<file path="config.mk">
export PLATFORM = sky130hd
export DESIGN_NAME = ptc_timer_ctrl
export DESIGN_NICKNAME = d
export VERILOG_FILES = /design/src/verilog/ptc_pkg.sv /design/src/verilog/ptc_timer_ctrl.sv
export SDC_FILE = /design/constraint.sdc
export NUM_CORES = 1
export LEC_CHECK = 0
export ABC_AREA = 1
export BUFFER_PORTS_ARGS = -buffer_cell sky130_fd_sc_hd__buf_2
export CORE_MARGIN = 2
export CORE_UTILIZATION = 37
export DETAILED_ROUTE_END_ITERATION = 10
export PLACE_DENSITY = 0.57
export SLEW_MARGIN = 0
export SYNTH_ARGS = -nofsm -noshare
export SYNTH_HDL_FRONTEND = slang
export SYNTH_SLANG_ARGS = --single-unit
</file>
<file path="constraint.sdc">
create_clock -name sys_clk_in -period 5.05 [get_ports sys_clk_in]
set_clock_uncertainty 0.2 [all_clocks]
set_input_delay 0.2525 -clock sys_clk_in [delete_from_list [all_inputs] [get_ports sys_clk_in]]
set_output_delay 0.2525 -clock sys_clk_in [all_outputs]
set_load 0.01 [all_outputs]
</file>
<file path="src/verilog/ptc_pkg.sv">
// constants for the pwm timer control block: register map, fields, encodings
// assumes a byte-wide register port addressed by the printed offsets
// How it works
// - channel b force strobe ignored while channel b pwm enable is set
// - channel b force applies programmed compare action, no interrupt, same-cycle mode bits used
// - channel b force strobe bit always reads zero
// - channel a pwm enable puts channel a into pwm from its compare register
// - channel b pwm enable puts channel b into pwm from its compare register
// - channel d pwm enable puts channel d into pwm from its compare register
// - pwm invert bit inverts both dead-time generator outputs
// - prescaler reset strobe clears prescaler only, self-clears, reads zero
// - dead-time prescaler divides timer clock by 1, 2, 4 or 8
// - clock select 0 stops timer, 1..15 give undivided up to divide by 16384
// - control d bits 7:6 mirror channel a compare-mode bits
// - any channel d compare-mode bit set overrides the port pin
// - complementary d output connects only in pwm with mode 01
// - channel d mode meaning depends on pwm enable and low wave-gen bit
// - non-pwm d modes: port, toggle, clear, set on match; true pin only
// - fast pwm: 01/10 clear on match set at zero; 11 opposite
// - correct pwm: 01/10 clear on up match set on down; 11 reverse
// - channel d force acts only in non-pwm, like a match, reads zero
// - wave-gen bits select fast, correct, single-slope six, dual-slope six pwm
// - top from channel c; compare update immediate, at top, or at bottom
package ptc_pkg;
    localparam int ADDR_W = 8;
    localparam int DATA_W = 8;
    localparam logic [7:0] OFS_WAVE_GEN = 8'h26;
    localparam logic [7:0] OFS_OUT_CTRL_D = 8'h27;
    localparam logic [7:0] OFS_CLK_CTRL = 8'h2F;
    localparam logic [7:0] OFS_OUT_CTRL_AB = 8'h30;
    localparam logic [7:0] RESET_VAL = 8'h00;
    // channel a/b control fields
    localparam int AB_MODE_A = 6;
    localparam int AB_MODE_B = 4;
    localparam int AB_FORCE_B = 2;
    localparam int AB_PWM_A = 1;
    localparam int AB_PWM_B = 0;
    // channel d control fields
    localparam int D_SHADOW_A = 6;
    localparam int D_SHADOW_B = 4;
    localparam int D_MODE_D = 2;
    localparam int D_FORCE_D = 1;
    localparam int D_PWM_D = 0;
    // clock control fields
    localparam int CK_INVERT = 7;
    localparam int CK_PSR = 6;
    localparam int CK_DT_DIV = 4;
    localparam int CK_SEL = 0;
    localparam int PRESC_W = 14;
    localparam int DT_W = 3;
    localparam logic [1:0] MODE_PORT = 2'h0;
    localparam logic [1:0] MODE_TOGGLE = 2'h1;
    localparam logic [1:0] MODE_CLEAR = 2'h2;
    localparam logic [1:0] MODE_SET = 2'h3;
    localparam logic [3:0] SEL_STOP = 4'h0;
    typedef enum logic [1:0] {PTC_UPD_IMMEDIATE, PTC_UPD_TOP, PTC_UPD_BOTTOM} ptc_update_e;
    typedef enum logic [2:0] {PTC_NORMAL, PTC_FAST, PTC_CORRECT, PTC_SIX_SINGLE, PTC_SIX_DUAL} ptc_wave_e;
endpackage

</file>
<file path="src/verilog/ptc_timer_ctrl.sv">
// pwm timer control: prescalers, dead-time prescaler, inversion, channel b/d output logic
// assumes counter core, compare matches and dead-time generator outside, all on sys_clk_in
`timescale 1ns/100ps
module ptc_timer_ctrl #(
    parameter int CNT_W = 10
) (
    input wire logic sys_clk_in, // 40 MHz system clock
    input wire logic reset_in, // async reset, active high
    input wire logic [ptc_pkg::ADDR_W-1:0] addr_in, // register address
    input wire logic [ptc_pkg::DATA_W-1:0] wdata_in, // write data
    input wire logic wr_in, // write strobe
    input wire logic rd_in, // read strobe
    output logic [ptc_pkg::DATA_W-1:0] rdata_out, // read data, cycle after read
    input wire logic async_mode_in, // 1: count fast peripheral clock ticks
    input wire logic fast_clk_tick_in, // one-cycle tick of fast peripheral clock
    input wire logic [CNT_W-1:0] counter_value_in, // counter core value
    input wire logic counting_down_in, // counter direction in dual slope
    input wire logic match_b_in, // channel b compare match pulse
    input wire logic match_d_in, // channel d compare match pulse
    input wire logic dt_true_in, // dead-time generator true output
    input wire logic dt_comp_in, // dead-time generator complementary output
    output logic timer_tick_out, // prescaled timer count enable
    output logic dt_tick_out, // dead-time prescaler count enable
    output logic dt_true_out, // true output after inversion
    output logic dt_comp_out, // complementary output after inversion
    output logic pwm_a_out, // channel a in pwm operation
    output logic pwm_b_out, // channel b in pwm operation
    output logic pwm_d_out, // channel d in pwm operation
    output logic [1:0] mode_a_out, // channel a compare-mode bits
    output logic [2:0] wave_mode_out, // counter operating mode
    output logic [1:0] update_at_out, // compare register update point
    output logic wave_out_b_out, // channel b waveform
    output logic wave_out_d_out, // channel d waveform
    output logic compare_pin_d_out, // channel d true pin level
    output logic compare_pin_d_oe_out, // channel d true pin override
    output logic compare_pin_d_n_out, // channel d complementary pin level
    output logic compare_pin_d_n_oe_out // channel d complementary pin connect
);
    initial begin
        if (CNT_W < 2 || CNT_W > 16) begin
            $error("CNT_W out of range");
        end
    end

    typedef struct packed {
        logic [1:0] mode_a;
        logic [1:0] mode_b;
        logic pwm_a;
        logic pwm_b;
        logic [1:0] mode_d;
        logic pwm_d;
        logic invert;
        logic [1:0] dt_div;
        logic [3:0] clk_sel;
        logic [1:0] wave_gen;
        logic [ptc_pkg::PRESC_W-1:0] presc;
        logic [ptc_pkg::DT_W-1:0] dt_cnt;
        logic tick;
        logic dt_tick;
        logic dt_true;
        logic dt_comp;
        logic wave_b;
        logic wave_d;
        logic [ptc_pkg::DATA_W-1:0] rdata;
    } ptc_state_s;

    ptc_state_s st_q;
    ptc_state_s st_d;

    // next waveform level for one channel from its mode, pwm setting and events
    function automatic logic wave_next(input logic [1:0] mode, input logic pwm, input logic slope_dual,
                                       input logic cur, input logic match, input logic force_in,
                                       input logic at_zero, input logic down);
        logic v;
        v = cur;
        if (!pwm) begin
            if (match || force_in) begin
                case (mode)
                    ptc_pkg::MODE_TOGGLE: v = ~cur;
                    ptc_pkg::MODE_CLEAR: v = 1'b0;
                    ptc_pkg::MODE_SET: v = 1'b1;
                    default: v = cur;
                endcase
            end
        end else if (mode != ptc_pkg::MODE_PORT) begin
            if (!slope_dual) begin
                // match wins when match and zero coincide, e.g. compare 0
                if (at_zero) begin
                    v = (mode != ptc_pkg::MODE_SET);
                end
                if (match) begin
                    v = (mode == ptc_pkg::MODE_SET);
                end
            end else if (match) begin
                v = (mode == ptc_pkg::MODE_SET) ^ down;
            end
        end
        return v;
    endfunction

    // prescaler mask: a tick passes when the low sel-1 bits are all ones
    function automatic logic [ptc_pkg::PRESC_W-1:0] presc_mask(input logic [3:0] sel);
        logic [ptc_pkg::PRESC_W:0] m;
        m = '0;
        if (sel > 4'h1) begin
            m = (15'(1) << (sel - 4'h1)) - 15'(1);
        end
        return m[ptc_pkg::PRESC_W-1:0];
    endfunction

    logic wr_ab;
    logic wr_d;
    logic wr_ck;
    logic wr_wg;
    logic src_tick;
    logic force_b;
    logic force_d;
    logic at_zero;
    logic [1:0] mode_b_now;
    logic [1:0] mode_d_now;
    logic [ptc_pkg::PRESC_W-1:0] pmask;
    logic [ptc_pkg::DT_W-1:0] dmask;

    always_comb begin
        wr_ab = wr_in && addr_in == ptc_pkg::OFS_OUT_CTRL_AB;
        wr_d = wr_in && addr_in == ptc_pkg::OFS_OUT_CTRL_D;
        wr_ck = wr_in && addr_in == ptc_pkg::OFS_CLK_CTRL;
        wr_wg = wr_in && addr_in == ptc_pkg::OFS_WAVE_GEN;
        src_tick = async_mode_in ? fast_clk_tick_in : 1'b1;
        at_zero = counter_value_in == '0;
        // same-cycle mode writes are used by the force strobes
        mode_b_now = wr_ab ? wdata_in[ptc_pkg::AB_MODE_B +: 2] : st_q.mode_b;
        mode_d_now = wr_d ? wdata_in[ptc_pkg::D_MODE_D +: 2] : st_q.mode_d;
        force_b = wr_ab && wdata_in[ptc_pkg::AB_FORCE_B] && !st_q.pwm_b;
        force_d = wr_d && wdata_in[ptc_pkg::D_FORCE_D] && !st_q.pwm_d;
        pmask = presc_mask(st_q.clk_sel);
        // dead-time counter is three bits wide, so divide by 8 is the largest mask
        dmask = 3'((4'h1 << st_q.dt_div) - 4'h1);
        st_d = st_q;
        if (wr_ab) begin
            st_d.mode_a = wdata_in[ptc_pkg::AB_MODE_A +: 2];
            st_d.mode_b = wdata_in[ptc_pkg::AB_MODE_B +: 2];
            st_d.pwm_a = wdata_in[ptc_pkg::AB_PWM_A];
            st_d.pwm_b = wdata_in[ptc_pkg::AB_PWM_B];
        end
        if (wr_d) begin
            st_d.mode_a = wdata_in[ptc_pkg::D_SHADOW_A +: 2];
            st_d.mode_b = wdata_in[ptc_pkg::D_SHADOW_B +: 2];
            st_d.mode_d = wdata_in[ptc_pkg::D_MODE_D +: 2];
            st_d.pwm_d = wdata_in[ptc_pkg::D_PWM_D];
        end
        if (wr_ck) begin
            st_d.invert = wdata_in[ptc_pkg::CK_INVERT];
            st_d.dt_div = wdata_in[ptc_pkg::CK_DT_DIV +: 2];
            st_d.clk_sel = wdata_in[ptc_pkg::CK_SEL +: 4];
        end
        if (wr_wg) begin
            st_d.wave_gen = wdata_in[1:0];
        end
        // prescaler: the reset strobe is never stored, so it clears itself
        st_d.tick = 1'b0;
        if (wr_ck && wdata_in[ptc_pkg::CK_PSR]) begin
            st_d.presc = '0;
        end else if (st_q.clk_sel != ptc_pkg::SEL_STOP && src_tick) begin
            st_d.presc = st_q.presc + 1'b1;
            st_d.tick = (st_q.presc & pmask) == pmask;
        end
        st_d.dt_tick = 1'b0;
        if (st_q.tick) begin
            st_d.dt_cnt = st_q.dt_cnt + 1'b1;
            st_d.dt_tick = (st_q.dt_cnt & dmask) == dmask;
        end
        st_d.dt_true = dt_true_in ^ st_q.invert;
        st_d.dt_comp = dt_comp_in ^ st_q.invert;
        st_d.wave_b = wave_next(mode_b_now, st_q.pwm_b, st_q.wave_gen[0], st_q.wave_b, match_b_in, force_b,
                                at_zero, counting_down_in);
        st_d.wave_d = wave_next(mode_d_now, st_q.pwm_d, st_q.wave_gen[0], st_q.wave_d, match_d_in, force_d,
                                at_zero, counting_down_in);
        st_d.rdata = '0;
        if (rd_in) begin
            case (addr_in)
                ptc_pkg::OFS_OUT_CTRL_AB: st_d.rdata = {st_q.mode_a, st_q.mode_b, 2'h0,
                                                       st_q.pwm_a, st_q.pwm_b};
                ptc_pkg::OFS_OUT_CTRL_D: st_d.rdata = {st_q.mode_a, st_q.mode_b, st_q.mode_d,
                                                      1'b0, st_q.pwm_d};
                ptc_pkg::OFS_CLK_CTRL: st_d.rdata = {st_q.invert, 1'b0, st_q.dt_div, st_q.clk_sel};
                ptc_pkg::OFS_WAVE_GEN: st_d.rdata = {6'h00, st_q.wave_gen};
                default: st_d.rdata = '0;
            endcase
        end
    end

    always_ff @(posedge sys_clk_in or posedge reset_in) begin
        if (reset_in) begin
            st_q <= '0;
        end else begin
            st_q <= st_d;
        end
    end

    logic any_pwm;
    always_comb begin
        any_pwm = st_q.pwm_a || st_q.pwm_b || st_q.pwm_d;
        case ({any_pwm, st_q.wave_gen})
            3'h4: wave_mode_out = 3'(ptc_pkg::PTC_FAST);
            3'h5: wave_mode_out = 3'(ptc_pkg::PTC_CORRECT);
            3'h6: wave_mode_out = 3'(ptc_pkg::PTC_SIX_SINGLE);
            3'h7: wave_mode_out = 3'(ptc_pkg::PTC_SIX_DUAL);
            default: wave_mode_out = 3'(ptc_pkg::PTC_NORMAL);
        endcase
        // top always comes from the channel c compare register in the core
        if (!any_pwm) begin
            update_at_out = 2'(ptc_pkg::PTC_UPD_IMMEDIATE);
        end else if (st_q.wave_gen[0]) begin
            update_at_out = 2'(ptc_pkg::PTC_UPD_BOTTOM);
        end else begin
            update_at_out = 2'(ptc_pkg::PTC_UPD_TOP);
        end
    end

    assign rdata_out = st_q.rdata;
    assign timer_tick_out = st_q.tick;
    assign dt_tick_out = st_q.dt_tick;
    assign dt_true_out = st_q.dt_true;
    assign dt_comp_out = st_q.dt_comp;
    assign pwm_a_out = st_q.pwm_a;
    assign pwm_b_out = st_q.pwm_b;
    assign pwm_d_out = st_q.pwm_d;
    assign mode_a_out = st_q.mode_a;
    assign wave_out_b_out = st_q.wave_b;
    assign wave_out_d_out = st_q.wave_d;
    assign compare_pin_d_out = st_q.wave_d;
    assign compare_pin_d_oe_out = st_q.mode_d != ptc_pkg::MODE_PORT;
    assign compare_pin_d_n_out = ~st_q.wave_d;
    assign compare_pin_d_n_oe_out = st_q.pwm_d && st_q.mode_d == ptc_pkg::MODE_TOGGLE;
endmodule

</file>
### Yosys cells after proc, flatten, opt, wreduce, memory -nomap -nowiden

Index checks and enable logic that the tools add are counted.

| word-level totals | value |
|---|---|
| latch bits | 0 |
| input bits | 37 |
| register bits after elaboration | 49 |
| output and inout port bits | 28 |
| ROM bits | 0 |
| word-level logic and storage cells | 122 |
| memories kept | 0 |
| RAM bits | 0 |

| operators by class | value |
|---|---|
| reduce and logical (&&, ||, !) cells | 30 |
| equality and inequality tests | 25 |
| divide/modulo/power cells | 0 |
| $mul | 0 |
| $add $sub $neg | 5 |
| order comparisons | 1 |
| bitwise operators | 8 |
| mux-type cells | 32 |
| shift-type cells | 2 |

Operator list:

| operator | count |
|---|---|
| $mux 14 | 3 |
| $eq 8x6->1 const B | 4 |
| $pmux 8 s4 | 1 |
| $mux 1 | 18 |
| $add 14x1->14 const B | 1 |
| $and 14x14->14 | 1 |
| $eq 14x14->1 | 1 |
| $reduce_bool 2->1 | 7 |
| $shl 1x4->14 const A | 1 |
| $sub 14x2->14 const B | 1 |
| $eq 3x3->1 const B | 4 |
| $pmux 3 s4 | 1 |
| $reduce_bool 4->1 | 3 |
| $logic_and 1x1->1 | 11 |
| $logic_not 10->1 | 1 |
| $reduce_and 5->1 | 2 |
| $eq 2x2->1 const B | 4 |
| $mux 2 | 4 |
| $mux 8 | 1 |
| $eq 2x1->1 const B | 3 |
| $mux 6 | 1 |
| $ne 3x2->1 const B | 2 |
| $ne 3x3->1 const B | 2 |
| $pmux 1 s3 | 2 |
| 14 further kinds | 24 |

### Logic depth before layout (Yosys ltp)

| depth | value |
|---|---|
| depth after elaboration | 9 |
| mapped depth | 14 |
| gate-level depth less buffers | 14 |

### Least setup slack after synthesis

OpenSTA, ideal clock, no wires.

| timing | value |
|---|---|
| path kind | register to register |
| from | register st_q[34] (netlist name) |
| to | register st_q, in the netlist timer_tick_out |
| library setup time | 0.073 ns |
| data required time | 4.777 ns |
| buffers on the path | 0 |
| period minus slack after synthesis | 1.850 ns |
| stages on the path, launching flop included | 14 |
| path slack | 3.200 ns |
| arrival time | 1.577 ns |
| path through | dfrtp_1 > inv_1 > nand2_1 > inv_1 > nand2_1 > ha_1 > inv_1 > a21oi_1 > nand3_1 > nand3_1 > nand2_1 > nor2_1 > nand2_1 > a21oi_2 |

RTL lines:

| what | RTL line | text |
|---|---|---|
| start, declared | ptc_timer_ctrl.sv:67 | `ptc_state_s st_q;` |
| start signal, assigned | ptc_timer_ctrl.sv:197 | `st_q <= st_d;` |

==> reports/metrics.cfg <==
[layout]
stdcell_area_mm2=0.00362
fin_nets=534
largest_reg_flops=30
antenna_cells=0
fill_cells=844
drive_above_1_share_pct=20.2
syn_to_final_growth_pct=17.1
top_register=st_q
fin_cells=600

[pwr]
ir_drop_mv=0.140
power_density_mw_per_mm2=299
power_leakage_nw=1.94

[yosys]
synthArstFlopShare_pct=100
syn_area_mm2=0.00309
ys_seq_elements=49
synth_area_leaders=dfrtp_1 (40%), nand2_1 (13%), inv_1 (8.7%)
synth_cell_types=36
synth_edf_count=0
yosysTopAreaCellShare_pct=39.7
yosysWarnings=0
synthTopCellsByCount=nand2_1 (108), inv_1 (72), dfrtp_1 (49)
yosysSeqAreaShare_pct=39.7
synth_largest_area_cell=dfrtp_1
syn_nets=470
netlist_instances=430
syn_area_per_cell_um2=7.18
synthFlopType=dfrtp_1
synth.most_common_cell=nand2_1

[global_route]
antenna_found_initial=0
grt_pass1_vias=2728
grt_max_degree=50
grt_overflow=0
gr-usage-all-layers_pct=18.2
grt_pass1_wl_mm=13.0

[clock_network]
cts_post_setup_buffers_inserted=0
htreeDepth=2
clock-root-buffer=clkbuf_8
numCtsBuffers=5
numClockSinks=49
cts_max_path_buffers=2
cts.clk_slew.worst_paths_ns=0.10
insertion_delay_ns=0.30
cts_tree=yes

[timing]
holdWs_ns=-0.0145
setup_violations=0
rsz0062_at_grt=false
finalMaxSlewViolations=0
fin_ws_ns=2.89
max_freq_mhz=464
slew_headroom_pct=32.3
finalCritPeriodShare_pct=42.7
worst_pin_slew_ns=1.01
fin_setup_tns_ns=0
fin_crit_ns=2.16
hold_violations=11

[worst_setup_path]
start_kind=register
setup.worst_path.class=reg -> reg
crit_path_end_kind=register
crit_start=st_q[34]$_DFFE_PP0P_
r2r_start=st_q[34]$_DFFE_PP0P_
cp_data_required_time_ns=5.08
worstPathArrival_ns=2.19
crit_fanout=5

[placement]
place_area_mm2=0.00344
post-dp-hpwl_mm=5.86
dpl.cell_count=585
post-place-ws_ns=2.91
finalWeightedCongestion=0.898
portBuffers=64

[routing]
drc=0
vias=2843
antenna_left=0
drt-pass1-iter-count=4
wl_per_cell_um=12.4
viasPerCell=4.74
drt_iter0_drc=105
drt_wl_total_mm=7.47

[floorplan]
dieWidth_um=95.4
io_pins=65
initial_core_util_pct=38.0
die_h_um=95.4
rows=33
die_area_mm2=0.00910
fp.coreArea_mm2=0.00813

[outcome]
status=complete, but fails checks
violations=negative hold slack

[worst_hold_path]
min-delay-path-class=in -> async

[job]
cap_violations=0

## final timing paths
check	end	slack (ns)	depth (start not counted)
min in group sys_clk_in	rdata_out[5]$_DFF_PP0_	0.02	3
max in group asynchronous	st_q[21]$_DFFE_PP0P_	4.03	2
min reg2reg	st_q[32]$_DFFE_PP0P_	0.31	2
min	timer_tick_out$_DFF_PP0_	-0.01	2
max	timer_tick_out$_DFF_PP0_	2.89	13
max reg2reg	timer_tick_out$_DFF_PP0_	2.89	13
## report_power, final
part           internal (W)  leakage (nW)  switching (W)  total (W)
Sequential         0.000449         0.610      0.0000594   0.000508
Combinational      0.000116          1.27       0.000199   0.000315
Clock              0.000127        0.0549       0.000133   0.000260
Total              0.000692          1.94       0.000391    0.00108
## cell families after synthesis
family | share of synthesized area (%)
fa+ha+maj | 1.22
buf+inv | 12.4
mux | 0.364
simple gates | 33.9
xor+xnor | 1.70
flops | 39.7
compound gates | 10.7
## metrics by stage
step | util, % | total power [W]
floorplan | - | 0.000726
global placement | 42.3 | 0.000825
detailed placement | 42.3 | 0.000826
CTS | 44.5 | 0.00110
global route | 44.5 | 0.00117
finish | 44.5 | 0.00108
## per-layer routing
layer / vias to the layer above / share of wire, % / GRT usage (%)
li1: 1475 / - / -
met1: 1308 / 48 / 25.1
met2: 58 / 48 / 29.9
met3: 2 / 3.8 / 2.92
met4: 0 / 0.54 / 4.40
met5: - / 0 / 0
## what timing repair did
item                                   CTS  global route
hold buffers                             7             0
endpoints found under the hold margin    7             0
gates resized for setup                  0             0
## critical path, cell delays in order (launching register included)
cell and delay, ns:
dfrtp_1 0.39, inv_1 0.11, nand2_1 0.14, inv_1 0.09, nand2_1 0.07, ha_1 0.23
inv_1 0.07, a21oi_1 0.26, nand3_1 0.11, nand3_1 0.08, nand2_1 0.05, nor2_1 0.11
nand2_1 0.07, a21oi_2 0.12
## area by class of cell
| type | instances | area (um2) | share of cell area, % |
|---|---|---|---|
| clock buffers | 7 | 96.3 | 2.66 |
| clock inverters | 1 | 8.76 | 0.242 |
| inverters | 75 | 284 | 7.85 |
| multi-input cells | 292 | 1480 | 40.9 |
| flip-flops and latches | 49 | 1230 | 33.9 |
| well taps | 105 | 131 | 3.63 |
| repair buffers | 71 | 390 | 10.8 |
## cells in the final DEF (no fill, tap or decap), drive strengths merged, types with 2 or more instances in the layout
cell type	count
xor2	6
nand4	4
a211oi	2
clkbuf	7
ha	3
nor4	2
inv	76
o211ai	2
dfrtp	49
nor3b	2
a21oi	15
or2	2
nand2	114
o21ai	31
nor3	8
nor2	52
buf	64
nand3b	2
nand3	37
dlygate4sd3	7
o22ai	6
Power figures use the tool's default switching activity.
